<file path="src/hw/lss_defines.vh">
// shared constants for the led driver startup sequencer
`ifndef LSS_DEFINES_VH
`define LSS_DEFINES_VH

// ----------------------------------------------------------------
// long-low and detection counts, in switching cycles
// ----------------------------------------------------------------
`define LSS_OFF_CYCLES_STD 16'h8000
`define LSS_OFF_CYCLES_LF 16'h2000
`define LSS_DET_CYCLES_STD 12'he00
`define LSS_DET_CYCLES_LF 12'h340

// ----------------------------------------------------------------
// soft-start timer and clock rate
// ----------------------------------------------------------------
`define LSS_SS_TIME_US 21500
`define LSS_CLK_MHZ 100
`define LSS_SS_CYCLES (`LSS_SS_TIME_US * `LSS_CLK_MHZ)

// ----------------------------------------------------------------
// led pin classification codes
// ----------------------------------------------------------------
`define LSS_PIN_SHORT 2'h0
`define LSS_PIN_UNUSED 2'h1
`define LSS_PIN_INUSE 2'h2

`endif

</file>
<file path="src/hw/lss_long_low.v">
// counter that flags an input held low past a terminal count
`default_nettype none

module lss_long_low #(
    parameter WIDTH = 16
) (
    input wire clock_i,
    input wire arst_n_i,
    input wire tick_i,
    input wire level_i,
    input wire [WIDTH-1:0] limit_i,
    output reg expired_o
);

    reg [WIDTH-1:0] count;

    // count low switching cycles, restart when input returns high
    always @(posedge clock_i or negedge arst_n_i)
    begin
        if (!arst_n_i)
        begin
            count <= {WIDTH{1'b0}};
            expired_o <= 1'b0;
        end
        else if (level_i)
        begin
            count <= {WIDTH{1'b0}};
            expired_o <= 1'b0;
        end
        else if (tick_i && !expired_o)
        begin
            if (count >= limit_i)
                expired_o <= 1'b1; // more than limit cycles low
            else
                count <= count + {{(WIDTH-1){1'b0}}, 1'b1};
        end
    end

endmodule

`default_nettype wire

</file>
<file path="src/hw/lss_sequencer.v">
// startup and fault-latch sequencer for a four-channel led driver
// ----------------------------------------------------------------
// Overview of operation
// - wake on enable only above input lockout
// - boost and channels enabled together by dimming high
// - power-up fault checks gate switching start
// - enable low over 32k cycles shuts off
// - detection needs gate threshold and dimming high
// - wait 3584 (832) cycles before classifying pins
// - classify pin short, unused or in use
// - unused channels disabled, out of feedback
// - hold soft-start while pin shorted, auto-recover
// - output never above undervoltage withholds soft-start
// - output undervoltage shuts down and latches
// - latch clears on lockout or long enable low
// - latch clears on long dimming low, clock stays
// - soft-start ramps target at fixed slope
// - soft-start ends on regulation, 93%, or timer
// - enable brings supply and clock, then gate pull
// - gate threshold enables current reference, wait dimming
// - enable and dimming may be tied together
// - low-frequency variant uses 8192 shutdown cycles
// ----------------------------------------------------------------
`default_nettype none
`include "lss_defines.vh"

module lss_sequencer #(
    parameter LOW_FREQ = 0,
    parameter SS_CYCLES = `LSS_SS_CYCLES,
    parameter RAMP_WIDTH = 12
) (
    input wire clock_i,
    input wire arst_n_i,
    input wire sw_tick_i,
    input wire enable_i,
    input wire dimming_i,
    input wire input_lockout_ok_i,
    input wire gate_on_threshold_i,
    input wire output_shorted_i,
    input wire frequency_program_fault_i,
    input wire current_reference_fault_i,
    input wire [3:0] led_above_detect_i,
    input wire [3:0] led_short_level_i,
    input wire [3:0] led_unused_level_i,
    input wire output_sense_above_uv_i,
    input wire output_sense_at_93pct_i,
    input wire [3:0] led_in_regulation_i,
    output reg supply_on_o,
    output reg clock_output_en_o,
    output reg gate_pull_o,
    output reg current_reference_en_o,
    output reg boost_en_o,
    output reg [3:0] led_sink_channel_en_o,
    output reg [3:0] led_feedback_en_o,
    output reg [3:0] led_short_fault_o,
    output reg output_undervoltage_fault_o,
    output reg soft_start_active_o,
    output reg startup_done_o,
    output reg [RAMP_WIDTH-1:0] ramp_target_o
);

    // ------------------------------------------------------------
    // states
    // ------------------------------------------------------------
    localparam ST_OFF = 3'h0;
    localparam ST_CHECK = 3'h1;
    localparam ST_GATE = 3'h2;
    localparam ST_WAIT_DIM = 3'h3;
    localparam ST_DETECT = 3'h4;
    localparam ST_UV_CHECK = 3'h5;
    localparam ST_SOFT = 3'h6;
    localparam ST_RUN = 3'h7;

    localparam [15:0] OFF_LIMIT = LOW_FREQ ? `LSS_OFF_CYCLES_LF : `LSS_OFF_CYCLES_STD;
    localparam [11:0] DET_LIMIT = LOW_FREQ ? `LSS_DET_CYCLES_LF : `LSS_DET_CYCLES_STD;
    localparam [31:0] SS_LIMIT = SS_CYCLES;
    localparam [31:0] SS_STEP = SS_CYCLES >> RAMP_WIDTH;

    // ------------------------------------------------------------
    // input synchronisers, three stages, change when 2 and 3 agree
    // ------------------------------------------------------------
    reg [2:0] en_sync;
    reg [2:0] dim_sync;
    reg [2:0] lock_sync;
    reg [2:0] gate_sync;
    reg en_f;
    reg dim_f;
    reg lock_f;
    reg gate_f;

    function filt;
        input [2:0] s;
        input prev;
        begin
            filt = (s[1] == s[2]) ? s[2] : prev;
        end
    endfunction

    always @(posedge clock_i or negedge arst_n_i)
    begin
        if (!arst_n_i)
        begin
            en_sync <= 3'h0;
            dim_sync <= 3'h0;
            lock_sync <= 3'h0;
            gate_sync <= 3'h0;
            en_f <= 1'b0;
            dim_f <= 1'b0;
            lock_f <= 1'b0;
            gate_f <= 1'b0;
        end
        else
        begin
            en_sync <= {en_sync[1:0], enable_i};
            dim_sync <= {dim_sync[1:0], dimming_i};
            lock_sync <= {lock_sync[1:0], input_lockout_ok_i};
            gate_sync <= {gate_sync[1:0], gate_on_threshold_i};
            en_f <= filt(en_sync, en_f);
            dim_f <= filt(dim_sync, dim_f);
            lock_f <= filt(lock_sync, lock_f);
            gate_f <= filt(gate_sync, gate_f);
        end
    end

    // ------------------------------------------------------------
    // long-low counters on enable and dimming
    // ------------------------------------------------------------
    wire en_long_low;
    wire dim_long_low;

    lss_long_low #(.WIDTH(16)) u_en_low (
        .clock_i(clock_i),
        .arst_n_i(arst_n_i),
        .tick_i(sw_tick_i),
        .level_i(en_f),
        .limit_i(OFF_LIMIT),
        .expired_o(en_long_low)
    );

    lss_long_low #(.WIDTH(16)) u_dim_low (
        .clock_i(clock_i),
        .arst_n_i(arst_n_i),
        .tick_i(sw_tick_i),
        .level_i(dim_f | ~en_f),
        .limit_i(OFF_LIMIT),
        .expired_o(dim_long_low)
    );

    // ------------------------------------------------------------
    // main sequence
    // ------------------------------------------------------------
    reg [2:0] state;
    reg [11:0] det_count;
    reg det_armed;
    reg [31:0] ss_count;
    reg [31:0] step_count;
    reg uv_latch;
    reg [3:0] unused_mask;
    wire pwr_fault;
    wire [3:0] active_mask;
    wire all_reg;

    assign pwr_fault = output_shorted_i | frequency_program_fault_i | current_reference_fault_i;
    assign active_mask = ~unused_mask;
    assign all_reg = &(led_in_regulation_i | unused_mask);

    // latch cleared by lockout, long enable low, or long dimming low
    always @(posedge clock_i or negedge arst_n_i)
    begin
        if (!arst_n_i)
            uv_latch <= 1'b0;
        else if (state == ST_UV_CHECK && !output_sense_above_uv_i && det_armed)
            uv_latch <= 1'b1; // set wins over clear
        else if (!lock_f || en_long_low || dim_long_low)
            uv_latch <= 1'b0;
    end

    always @(posedge clock_i or negedge arst_n_i)
    begin
        if (!arst_n_i)
        begin
            state <= ST_OFF;
            det_count <= 12'h0;
            det_armed <= 1'b0;
            ss_count <= 32'h0;
            step_count <= 32'h0;
            unused_mask <= 4'h0;
            led_short_fault_o <= 4'h0;
            ramp_target_o <= {RAMP_WIDTH{1'b0}};
        end
        else if (!lock_f || en_long_low || uv_latch)
        begin
            state <= ST_OFF;
            det_count <= 12'h0;
            det_armed <= 1'b0;
            ss_count <= 32'h0;
            step_count <= 32'h0;
            unused_mask <= 4'h0;
            led_short_fault_o <= 4'h0;
            ramp_target_o <= {RAMP_WIDTH{1'b0}};
        end
        else
        begin
            case (state)
                ST_OFF:
                    if (en_f)
                        state <= ST_CHECK;
                ST_CHECK:
                    if (!pwr_fault)
                        state <= ST_GATE;
                ST_GATE:
                    if (gate_f)
                        state <= ST_WAIT_DIM;
                ST_WAIT_DIM:
                    if (gate_f && dim_f)
                    begin
                        state <= ST_DETECT;
                        det_count <= 12'h0;
                    end
                ST_DETECT:
                    if (sw_tick_i && (&led_above_detect_i | |led_short_level_i))
                    begin
                        if (det_count >= DET_LIMIT - 12'h1)
                        begin
                            led_short_fault_o <= led_short_level_i;
                            unused_mask <= led_unused_level_i & ~led_short_level_i;
                            if (led_short_level_i == 4'h0)
                            begin
                                state <= ST_UV_CHECK;
                                det_armed <= 1'b0;
                            end
                            else
                                det_count <= 12'h0; // re-examine until short goes
                        end
                        else
                            det_count <= det_count + 12'h1;
                    end
                ST_UV_CHECK:
                    if (output_sense_above_uv_i)
                    begin
                        state <= ST_SOFT;
                        ss_count <= 32'h0;
                        step_count <= 32'h0;
                    end
                    else
                        det_armed <= 1'b1; // one settle cycle, then latch
                ST_SOFT:
                begin
                    ss_count <= ss_count + 32'h1;
                    if (step_count >= SS_STEP)
                    begin
                        step_count <= 32'h0;
                        if (~&ramp_target_o)
                            ramp_target_o <= ramp_target_o + {{(RAMP_WIDTH-1){1'b0}}, 1'b1};
                    end
                    else
                        step_count <= step_count + 32'h1;
                    if (all_reg || output_sense_at_93pct_i || ss_count >= SS_LIMIT - 32'h1)
                        state <= ST_RUN;
                end
                ST_RUN:
                    state <= ST_RUN;
                default:
                    state <= ST_OFF;
            endcase
        end
    end

    // ------------------------------------------------------------
    // registered outputs
    // ------------------------------------------------------------
    always @(posedge clock_i or negedge arst_n_i)
    begin
        if (!arst_n_i)
        begin
            supply_on_o <= 1'b0;
            clock_output_en_o <= 1'b0;
            gate_pull_o <= 1'b0;
            current_reference_en_o <= 1'b0;
            boost_en_o <= 1'b0;
            led_sink_channel_en_o <= 4'h0;
            led_feedback_en_o <= 4'h0;
            output_undervoltage_fault_o <= 1'b0;
            soft_start_active_o <= 1'b0;
            startup_done_o <= 1'b0;
        end
        else
        begin
            // supply and clock stay up while latched with enable still high
            supply_on_o <= (state != ST_OFF) || (uv_latch && en_f);
            clock_output_en_o <= (state != ST_OFF) || (uv_latch && en_f);
            gate_pull_o <= (state >= ST_GATE);
            current_reference_en_o <= (state >= ST_WAIT_DIM);
            boost_en_o <= (state >= ST_SOFT) && dim_f;
            led_sink_channel_en_o <= ((state >= ST_SOFT) && dim_f) ? active_mask : 4'h0;
            led_feedback_en_o <= (state >= ST_SOFT) ? active_mask : 4'h0;
            output_undervoltage_fault_o <= uv_latch;
            soft_start_active_o <= (state == ST_SOFT);
            startup_done_o <= (state == ST_RUN);
        end
    end

endmodule

`default_nettype wire

</file>
<file path="config.mk">
export PLATFORM = sky130hd
export DESIGN_NAME = lss_sequencer
export DESIGN_NICKNAME = d
export VERILOG_FILES = /design/src/hw/lss_long_low.v /design/src/hw/lss_sequencer.v
export VERILOG_INCLUDE_DIRS = /design/src /design/src/hw
export SDC_FILE = /design/constraint.sdc
export NUM_CORES = 1
export LEC_CHECK = 0
export BUFFER_PORTS_ARGS = -buffer_cell sky130_fd_sc_hd__buf_4
export CAP_MARGIN = 20
export CORE_ASPECT_RATIO = 0.6
export CORE_MARGIN = 5
export CORE_UTILIZATION = 35
export CTS_CLUSTER_DIAMETER = 80
export DETAILED_ROUTE_END_ITERATION = 7
export PLACE_DENSITY_LB_ADDON = 0.15
export SLEW_MARGIN = 5
export SYNTH_ARGS = -nofsm -noshare
export SYNTH_HDL_FRONTEND = slang
export SYNTH_HIERARCHICAL = 1
export SYNTH_SLANG_ARGS = --single-unit
export TNS_END_PERCENT = 10
</file>
<file path="constraint.sdc">
create_clock -name clock_i -period 3.1 [get_ports clock_i]
set_input_delay 0.155 -clock clock_i [delete_from_list [all_inputs] [get_ports clock_i]]
set_output_delay 0.155 -clock clock_i [all_outputs]
set_load 0.005 [all_outputs]
</file>
**After elaboration in Yosys (flattened, before gate mapping)**

Index checks and enable logic that the tools add are counted.

- Input bits: 28
- Latch bits: 0
- Output and inout port bits: 32
- Memory bits (writable): 0
- Word-level logic and storage cells: 183
- Flip-flop bits (word level): 166
- Memories: 0
- ROM bits: 0

- Add/sub/neg operators: 6
- Equality and inequality tests: 25
- Bitwise gates (word level): 9
- Multiply operators: 0
- Mux-type cells: 57
- Magnitude comparators: 8
- Shifts and indexed selects: 0
- Reduce and logical (&&, ||, !) cells: 48
- Div/mod/pow operators: 0

Operators with widths:

| cell | count |
|---|---|
| 32-bit two-way mux | 4 |
| 32-bit one-hot mux with 2 select lines | 2 |
| 12-bit two-way mux | 9 |
| 16-bit two-way mux | 6 |
| 32-bit by 1-bit adder with 32-bit output (second input constant) | 2 |
| 4-bit two-way mux | 10 |
| 16-bit by 1-bit adder with 16-bit output (second input constant) | 2 |
| 16-bit greater-or-equal comparator (second input constant) | 2 |
| 32-bit by 10-bit greater-or-equal comparator with 1-bit output (second input constant) | 1 |
| 32-bit by 22-bit greater-or-equal comparator with 1-bit output (second input constant) | 1 |
| 3-bit two-way mux | 10 |
| 12-bit by 1-bit adder with 12-bit output (second input constant) | 2 |
| 3-bit != test (second input constant) | 8 |
| 12-bit one-hot mux with 2 select lines | 1 |
| 3-bit one-hot mux with 8 select lines | 1 |
| 2-bit nonzero test | 10 |
| 1-bit two-way mux | 13 |
| 3-bit equality test (second input constant) | 4 |
| 12-bit greater-or-equal comparator (second input constant) | 1 |
| 12-bit AND reduction | 1 |
| 4-bit AND reduction | 3 |
| 3-bit nonzero test | 4 |
| 2-bit AND reduction | 5 |
| 9-bit AND reduction | 1 |
| 23 further kinds | 50 |

**Logic depth before layout (Yosys ltp)**

Gate-level depths: netlist (run 1).

- Depth after elaboration: 7
- Depth in mapped cells: 9
- Gate-level depth less buffers: 7

**Modules after synthesis**

Netlist (run 1), hierarchy kept.

By module, submodules not included:

| module | instances | sequential area each (µm²) | area an instance (µm²) | cells an instance |
|---|---|---|---|---|
| lss_sequencer | 1 | 3303.2 | 6396.1 | 664 |
| lss_long_low | 2 | 425.4 | 1425.1 | 159 |

**Worst setup path before layout (run 1)**

Ideal clock, no wire load.

- Path kind: register to register
- Start point: reg u_dim_low.count[13]
- End point: reg u_dim_low.count[3]
- Buffers on the path: 1
- Period minus slack after synthesis: 2346 ps
- Stages on the path, launching flop included: 8
- Data required time: 2975 ps
- Setup time: 125 ps
- Arrival time: 2220 ps
- Path slack: 754 ps
- Cells stage by stage: dfrtp_1 -> ha_1 -> nand4_1 -> or4_4 -> o31ai_4 -> buf_6 -> nor3_1 -> mux2_4

- Word-level cells in the longest chain between the ends: 3

Ends and longest elaborated chain:

| element | line | RTL |
|---|---|---|
| from (decl) | lss_long_low.v:15 | `reg [WIDTH-1:0] count;` |
| from (signal assigned) | lss_long_low.v:22 | `count <= {WIDTH{1'b0}};` |
| from (signal assigned) | lss_long_low.v:27 | `count <= {WIDTH{1'b0}};` |
| from (signal assigned) | lss_long_low.v:35 | `count <= count + {{(WIDTH-1){1'b0}}, 1'b1};` |
| 16-bit greater-or-equal comparator | lss_long_low.v:32 | `if (count >= limit_i)` |
| 2-bit by 1-bit != test with 1-bit output (no line) | -- |  |
| 2-bit AND reduction (no line) | -- |  |

Every way passes these cells.
A chain may end at the register's enable or synchronous reset.

**Worst setup path after layout (run 1)**

- Start point: reg u_en_low.count[13]
- End point: reg u_en_low.count[14]

- Word-level cells in the longest chain between the ends: 4
- Elaborated cells on any way between the ends: 7
- Classes of those cells: 1 x add/sub; 1 x order compare; 1 x eq/ne; 3 x mux; 1 x reduce/logical

Ends and longest elaborated chain:

| element | line | RTL |
|---|---|---|
| from (decl) | lss_long_low.v:15 |  |
| from (signal assigned) | lss_long_low.v:22 |  |
| from (signal assigned) | lss_long_low.v:27 |  |
| from (signal assigned) | lss_long_low.v:35 |  |
| 16-bit by 1-bit adder with 16-bit output | lss_long_low.v:35 |  |
| 16-bit two-way mux | lss_long_low.v:32 |  |
| 16-bit two-way mux | lss_long_low.v:30 | `else if (tick_i && !expired_o)` |
| 16-bit two-way mux | lss_long_low.v:25 | `else if (level_i)` |

Parallel ways exist; a longest one is shown, timed or not. The select of a mux whose other input is x is not followed.

==> impl_metrics.yaml, run 1 <==
run_status:
  status: "complete, no violations"
power:
  max-vdd-ir-drop_mv: 0.301
  total_power_mw: 5.07
  p_leak_nw: 4.75
  p_per_area_nw_per_um2: 462
timing:
  fin_crit_ps: 2820
  grt_setup_unrepaired: "false"
  clock_skew_ps: 11.8
  hold_violations: 0
  drv_slew: 0
  finalSetupTns_ps: 0
  finalSetupViolCount: 0
  worstMarginPinSlew_ps: 1000
  relSlewSlack: 0.332
  fin_crit_sh: 0.910
  max_freq_mhz: 355
  setup_ws_ps: 280
  holdWs_ps: 67.2
layout:
  fillers: 2624
  drive_above_1_share: 0.141
  final_cells: 1461
  regArea_um2: 4150
  fin_nets: 1155
  multi_input_area_um2: 4820
  utilization: 0.418
  final_area_um2: 11000
  area_growth_pct: 18.8
  diodes: 0
detailed_routing:
  routedWlPerCell_um: 15.8
  ant_nets: 0
  routed_wl_mm: 23.1
  via_per_inst: 5.29
  vias: 7728
  first_iter_violations: 689
  drc: 0
  first_pass_iters: 4
synth:
  synth.distinct_cells: 69
  synth_seq_cells: 166
  syn_area_um2: 9250
  syn_inst: 982
  yosys.area.top_type: "dfrtp_1"
  synth-main-ff-cell: "dfrtp_1"
  synth-xor-area-share: 0.00189
  async_reset_ff_frac: 1.00
  yosys.area_share.simple: 0.238
  synthAdderAreaFrac: 0.0571
  synth.mux.area_fraction: 0.0318
  ys_seq_area_frac: 0.449
  synth_warnings: 6
  synth_top_family_by_area: "simple AND/OR/NAND/NOR gates"
  synth_compound_area_frac: 0.178
  netlist.area_leader.share: 0.449
  synth.avg_cell_area_um2: 9.42
  synth_edf_count: 0
  synth_area_leaders: "dfrtp_1 45%, ha_1 5.3%, a21oi_1 3.6%"
die:
  rows: 46
  die_area_um2: 29900
  initial_utilization: 0.352
  ios: 60
  fp.dieH_um: 136
  fp.dieW_um: 220
  core-area_um2: 26200
placement:
  placed_cells: 1416
  dp_hpwl_mm: 16.3
  place_ws_ps: 313
  io_buffers: 59
  placed_cell_area_um2: 10300
  place.gp.congestion: 0.822
global_route:
  grt_usage: 0.157
  grt_pass1_vias: 6944
  grt_max_degree: 90
  grt_pass1_wl_mm: 37.9
  antenna_found_initial: 0
  grt-ovfl-total: 0
worst_setup_path:
  crit_path_end_kind: "flip-flop"
  cp_slowest_cell: "or4_4"
  cp_max_fo: 13
  worstSetupStartpointType: "flip-flop"
  cp.buffers_inverters: 0
  required_ps: 3420
  worstPathArrival_ps: 3140
  slowest_delay_ps: 610
  crit_type: "reg -> reg"
  path_cells: "ha_1 > nand4_1 > or4_4 > o31ai_4 > nor4_1 > mux2_4"
  path_delay_family: "simple AND/OR/NAND/NOR gates"
hold_path:
  hold_path.class: "in -> reg"
job:
  max_cap_viol_count: 0
clocking:
  cts.repair.resized: 0
  clock_latency_ps: 440
  cts.clk_slew.worst_paths_ps: 70
  clk_path_buf_depth: 2
  cts.htree.levels: 4
  clock_sinks: 166
  cts-root-buf: "clkbuf_16"
  numCtsBuffers: 17
  cts_tree: "built"
==> worst reg2reg max path: cells and delay by family, from the launching register on <==
| kind | cells | cell delay, ps |
|---|---|---|
| adders and majority gates | 1 | 310 |
| AOI/OAI and AO/OA | 1 | 610 |
| DFF | 1 | 420 |
| and+or+nand+nor | 3 | 1040 |
| muxes | 1 | 320 |
==> timing repair <==
item | 4_1_cts | 5_1_grt
setup buffers | 0 | 0
hold buffers | 13 | 0
hold endpoints to repair | 98 | 0
==> cell families after synthesis <==
kind of cell,after synthesis
adders and majority gates,43
buffers and inverters,95
DFF,166
and+or+nand+nor,404
muxes,22
AOI/OAI and AO/OA,248
other,2
xor gates and xnor gates,2
==> report_power, final <==
group | internal, mW | switching [mW] | total (mW) | leakage, nW
Clock | 1.12 | 0.966 | 2.09 | 0.264
Combinational | 0.268 | 0.405 | 0.673 | 2.22
Sequential | 2.24 | 0.0736 | 2.31 | 2.27
Total | 3.63 | 1.44 | 5.07 | 4.75
==> synth_stat cells, types with 16 or more instances <==
master      n
a31oi_1    33
nand2_1    67
o21ai_0    48
inv_1      53
and3_1     29
nor3_1     23
nand2b_1   20
a21oi_1    66
o31ai_1    29
or4_1      27
nand4_1    32
nand3_1    43
nor2_1     79
dfrtp_1   166
clkbuf_1   25
nor2b_1    16
ha_1       39
==> routing by layer <==
layer  GRT usage  vias up  part of all wire  routed length [um]
li1            -     3872                 -                   -
met1       0.263     3684              0.57               13200
met2       0.195      156              0.37                8470
met3      0.0387       16             0.054                1240
met4      0.0371        0            0.0094                 218
met5           0        -                 0                   0
==> worst paths after layout <==
check	cells past startpoint	slack, ps	end	from
min in group asynchronous	2	340	u_dim_low/count[9]	arst_n_i
worst min register to register	0	350	lock_sync[1]	lock_sync[0]
max in group asynchronous	3	1890	step_count[26]	arst_n_i
worst max register to register	6	280	u_en_low/count[14]	u_en_low/count[13]
worst min-delay path	3	70	u_en_low/expired_o	sw_tick_i
worst max-delay path	6	280	u_en_low/count[14]	u_en_low/count[13]
==> state kept, by name, summed over array words and instances (netlist names), 3 cells and up <==
register               cells
det_count                 12
dim_sync                   3
en_sync                    3
gate_sync                  3
led_feedback_en_o          4
led_short_fault_o          4
led_sink_channel_en_o      4
lock_sync                  3
ramp_target_o             12
ss_count                  32
state                      3
step_count                32
u_dim_low/count           16
u_en_low/count            16
unused_mask                4
==> cell type report <==
type,instances,share of cell area
tap,360,0.0410
multi-input combinational,751,0.439
timing repair buffer,99,0.0721
inverter,53,0.0181
clock inverter,15,0.0130
sequential,166,0.378
clock buffer,17,0.0387
==> placed cells by master, fill, tap and decap left out, drive strengths merged, types with 4 or more instances in the layout <==
cell	instances
buf	86
and3	29
a31o	4
nand2	67
a22o	6
nor4b	6
a211o	4
nor4	16
mux2i	5
nor2	81
nand2b	20
or4	29
a211oi	5
nor3	23
conb	32
nand3	43
dlygate4sd3	13
nor2b	16
clkinvlp	5
a41oi	11
a31oi	33
o21ai	50
or3	12
inv	59
mux2	17
o21a	4
nand4	32
dfrtp	166
o31ai	31
and2	9
a32o	4
and4	13
a21oi	66
clkbuf	17
ha	39
maj3	4
No activity file was read; power rests on OpenSTA's default activity.
==> inputs of run 2 (changes only) <==
--- a/config.mk
+++ b/config.mk
@@ -8,3 +8,2 @@
 export LEC_CHECK = 0
-export BUFFER_PORTS_ARGS = -buffer_cell sky130_fd_sc_hd__buf_4
 export CAP_MARGIN = 20
@@ -15,2 +14,3 @@
 export DETAILED_ROUTE_END_ITERATION = 7
+export DONT_BUFFER_PORTS = 1
 export PLACE_DENSITY_LB_ADDON = 0.15
==> constraint.sdc (replaced) <==
create_clock -name clock_i -period 3.1 [get_ports clock_i]
set_input_delay 0.31 -clock clock_i [delete_from_list [all_inputs] [get_ports clock_i]]
set_output_delay 0.31 -clock clock_i [all_outputs]
set_load 0.005 [all_outputs]
==> run 2 against run 1 <==
Against the previous run: non-clock buffer count down 64; the flow now finishes with violations (negative hold slack); hold slack worse by 490 ps; sequential power is essentially flat; first-iteration DRC count decreased by 24%; clock skew shrank 1.5 ps; critical path depth is the same; largest cell class unchanged; utilization is 1.7 points lower; final area shrank 4.2%.
==> impl_metrics.yaml, run 2 (synthesis gave the netlist of run 1 again) <==
placement:
  placed_cells: 1357
  place.gp.congestion: 0.789
  placed_cell_area_um2: 9820
  dp_hpwl_mm: 15.9
  io_buffers: 0
timing:
  hold_violations: 166
  drv_slew: 0
  fin_crit_ps: 2660
  grt_setup_unrepaired: "false"
  max_freq_mhz: 375
  finalSetupTns_ps: 0
  holdWs_ps: -428
  worstMarginPinSlew_ps: 947
  clock_skew_ps: 10.4
  relSlewSlack: 0.368
  fin_crit_sh: 0.859
  finalSetupViolCount: 0
run_status:
  violations: "negative hold slack"
  status: "complete, but fails checks"
power:
  p_seq_frac: 0.452
  comb_power_share: 0.104
  p_clk_frac: 0.444
  internal_power_mw: 3.72
  max-vdd-ir-drop_mv: 0.294
  p_leak_nw: 4.45
  netSwitchingFraction: 0.273
  switchingPower_mw: 1.40
  p_per_area_nw_per_um2: 486
clocking:
  cts.repair.resized: 0
  ctsHoldBuffers: 8
  numCtsBuffers: 17
  cts_tree: "built"
  cts.htree.levels: 4
  cts.clk_slew.worst_paths_ps: 70
  cts_setup_buffers: 0
  clk_path_buf_depth: 2
  clock_latency_ps: 440
  cts-root-buf: "clkbuf_16"
  clock_sinks: 166
die:
  core-area_um2: 26200
  fp.dieH_um: 136
  initial_utilization: 0.352
  die_area_um2: 29900
  fp.dieW_um: 220
  ios: 60
  rows: 46
layout:
  area_growth_pct: 13.8
  final_area_um2: 10500
  final_cell_mix: "166 x dfrtp_1, 79 x nor2_1, 67 x nand2_1"
  fin_nets: 1091
  final_cells: 1397
  mostFrequentLayoutCell: "dfrtp_1"
  drive_above_1_share: 0.0926
  top_regs: "ss_count x32, step_count x32"
  diodes: 0
global_route:
  grt-ovfl-total: 0
  grt_pass1_wl_mm: 37.5
  grt_pass1_vias: 6902
  grt_usage: 0.157
  grt_max_degree: 167
  antenna_found_initial: 1
hold_path:
  hold_path.class: "in -> async"
worst_setup_path:
  crit_path_end_kind: "flip-flop"
  crit_type: "reg -> reg"
  worstSetupStartpointType: "flip-flop"
  worstPathArrival_ps: 2990
  cp_max_fo: 12
  required_ps: 3430
job:
  max_cap_viol_count: 0
detailed_routing:
  routed_wl_mm: 22.8
  drc: 0
  ant_nets: 0
  vias: 7504
  via_per_inst: 5.37
  first_iter_violations: 524
  first_pass_iters: 5
  routedWlPerCell_um: 16.3
## run 2: cell types whose count changed in the layout (fill, tap and decap cells not counted)
| cell | delta |
|---|---|
| bufinv_16 | +2 |
| buf_6 | -1 |
| clkinvlp_4 | -1 |
| buf_12 | -1 |
| inv_8 | +1 |
| inv_6 | -1 |
| dlygate4sd3_1 | -5 |
| clkinv_2 | -1 |
| buf_4 | -57 |
## run 2: worst paths after layout
| check | slack [ps] | end | depth (start not counted) | start |
|---|---|---|---|---|
| min reg2reg | 350 | dim_sync[1] | 0 | dim_sync[0] |
| max | 440 | u_en_low/count[10] | 6 | u_en_low/count[12] |
| min in group clock_i | 40 | unused_mask[1] | 1 | led_unused_level_i[1] |
| max in group asynchronous | 3300 | step_count[25] | 0 | arst_n_i |
| max reg2reg | 440 | u_en_low/count[10] | 6 | u_en_low/count[12] |
| min | -430 | led_short_fault_o[0] | 0 | arst_n_i |
## run 2: critical path: stages, from the launching register on
cell	delay [ps]
dfrtp_1	440
ha_1	310
nand4_1	160
or4_4	590
o31ai_4	560
nor3_1	170
mux2_4	320
## run 2: stage by stage
| step | setup WS, ps | power (mW) | utilization | hold WS [ps] |
|---|---|---|---|---|
| after floorplan | 754 | 2.73 | - | 14.4 |
| after detailed placement | 433 | 2.87 | 0.374 | 26.1 |
| after global placement | 502 | 2.88 | 0.374 | 20.8 |
| final | 436 | 5.11 | 0.401 | -428 |
| after global routing | 255 | 5.36 | 0.401 | -474 |
| after CTS | 427 | 5.20 | 0.401 | -461 |
## run 2: area by class of cell
class / instances / area [um2]
Tap cell: 360 / 450
Clock buffer: 17 / 425
Multi-Input combinational cell: 751 / 4820
Clock inverter: 15 / 193
Fill cell: 2644 / 15700
Timing Repair Buffer: 35 / 283
Sequential cell: 166 / 4150
Inverter: 53 / 199
## run 2: power by group through the flow
stage / logic, mW / registers, mW / clock network (mW)
global placement: 0.526 / 2.35 / 0
finish: 0.530 / 2.31 / 2.27
detailed placement: 0.520 / 2.35 / 0
floorplan: 0.406 / 2.32 / 0
global route: 0.605 / 2.32 / 2.43
CTS: 0.532 / 2.31 / 2.35
## run 2: routing by layer
| metal | vias to the layer above | global-route usage | wire (um) |
|---|---|---|---|
| met2 | 147 | 0.198 | 8180 |
| li1 | 3736 | - | - |
| met1 | 3611 | 0.261 | 13200 |
| met5 | - | 0 | 0 |
| met3 | 10 | 0.0381 | 1290 |
| met4 | 0 | 0.0357 | 129 |
==> inputs of run 3 (changes only) <==
Settings changed: HOLD_SLACK_MARGIN from default to 0.03.
==> run 3 against run 2 <==
Against the previous run: the run still ends with negative hold slack left; setup slack lost 5.4 ps; final area grew 0.50%; critical endpoint is now u_en_low/count[12]; clock skew is essentially flat.
==> impl_metrics.yaml, run 3 (synthesis gave the netlist of run 1 again) <==
run_status:
  status: "complete, but fails checks"
  violations: "negative hold slack"
die:
  rows: 46
  fp.dieW_um: 220
  die_area_um2: 29900
  fp.dieH_um: 136
  core-area_um2: 26200
  ios: 60
  initial_utilization: 0.352
clocking:
  cts.repair.resized: 0
  ctsHoldBuffers: 13
  clk_path_buf_depth: 2
  cts_tree: "built"
  clock_sinks: 166
  cts.htree.levels: 4
  numCtsBuffers: 17
  clock_latency_ps: 440
  cts-root-buf: "clkbuf_16"
  cts.clk_slew.worst_paths_ps: 70
timing:
  hold_violations: 166
  finalSetupTns_ps: 0
  finalSetupViolCount: 0
  relSlewSlack: 0.370
  clock_skew_ps: 10.3
  fin_crit_ps: 2670
  drv_slew: 0
  grt_setup_unrepaired: "false"
  worstMarginPinSlew_ps: 945
  fin_crit_sh: 0.861
  holdWs_ps: -430
  max_freq_mhz: 375
global_route:
  grt_usage: 0.158
  grt_pass1_vias: 6929
  grt_max_degree: 167
  grt-ovfl-total: 0
  grt_pass1_wl_mm: 37.7
  antenna_found_initial: 1
layout:
  drive_above_1_share: 0.0921
  mostFrequentLayoutCell: "dfrtp_1"
  fin_nets: 1096
  area_growth_pct: 14.4
  final_cell_mix: "166 x dfrtp_1, 79 x nor2_1, 67 x nand2_1"
  final_cells: 1403
  top_regs: "ss_count x32, step_count x32"
  fillers: 2643
detailed_routing:
  vias: 7529
  routedWlPerCell_um: 16.3
  routed_wl_mm: 22.9
  first_iter_violations: 534
  ant_nets: 0
  first_pass_iters: 5
  via_per_inst: 5.37
  drc: 0
placement:
  dp_hpwl_mm: 15.9
  place.gp.congestion: 0.789
  io_buffers: 0
  placed_cells: 1357
worst_setup_path:
  required_ps: 3420
  cp_max_fo: 12
  worstSetupStartpointType: "flip-flop"
  crit_type: "reg -> reg"
  worstPathArrival_ps: 2990
  crit_path_end_kind: "flip-flop"
power:
  p_leak_nw: 4.47
  p_per_area_nw_per_um2: 484
  max-vdd-ir-drop_mv: 0.294
job:
  max_cap_viol_count: 0
hold_path:
  hold_path.class: "in -> async"
==> run 3: changes by cell type in the layout (fill, tap and decap cells not counted), sizes merged <==
cell	previous run	this run
dlygate4sd3	8	13
diode	0	1
==> run 3: final cells by class <==
cell class | instances | area, um2 | share of cell area
multi-input cells | 751 | 4820 | 0.456
flip-flops and latches | 166 | 4150 | 0.393
well taps | 360 | 450 | 0.0426
clock buffers | 17 | 425 | 0.0402
repair buffers | 40 | 333 | 0.0315
inverters | 53 | 199 | 0.0188
clock inverters | 15 | 193 | 0.0182
diodes | 1 | 2.50 | 0.000237
==> run 3: final timing paths <==
check,start,endpoint,slack [ps],cells past startpoint
worst max-delay path,u_en_low/count[13],u_en_low/count[12],430,6
worst min-delay path,arst_n_i,led_short_fault_o[2],-430,0
worst max register to register,u_en_low/count[13],u_en_low/count[12],430,6
worst min register to register,dim_sync[0],dim_sync[1],350,0
max in group asynchronous,arst_n_i,step_count[25],3290,0
min in group clock_i,led_short_level_i[1],unused_mask[1],70,2
==> run 3: what timing repair did <==
item	CTS	global route
hold endpoints to repair	180	166
endpoints found under the setup margin	0	0
buffers inserted	0	0
==> run 3: worst max-delay path: stages, from the launching register on <==
cell	delay, ps
dfrtp_1	430
ha_1	310
nand4_1	170
or4_4	590
o31ai_4	560
nor3_1	160
mux2_4	320
==> run 3: layer usage <==
metal	wire [um]	track usage	up-vias
met5	0	0	-
met4	129	0.0357	0
met3	1550	0.0381	10
met2	8230	0.200	183
met1	13000	0.262	3587
li1	-	-	3749
==> run 3: report_power, final <==
group	switching (mW)	internal, mW	total, mW
logic	0.340	0.196	0.536
clock network	0.982	1.29	2.27
registers	0.0747	2.24	2.31
total	1.40	3.72	5.12
==> run 3: stage by stage <==
step | hold slack [ps] | total power [mW] | setup slack (ps) | cell area [um2] | utilization
after floorplan | 14.4 | 2.73 | 754 | 9360 | -
after global placement | 20.8 | 2.88 | 502 | 9820 | 0.374
after detailed placement | 26.1 | 2.87 | 433 | 9820 | 0.374
after CTS | -461 | 5.20 | 427 | 10600 | 0.403
after global routing | -474 | 5.36 | 255 | 10600 | 0.403
final | -430 | 5.12 | 430 | 10600 | 0.403
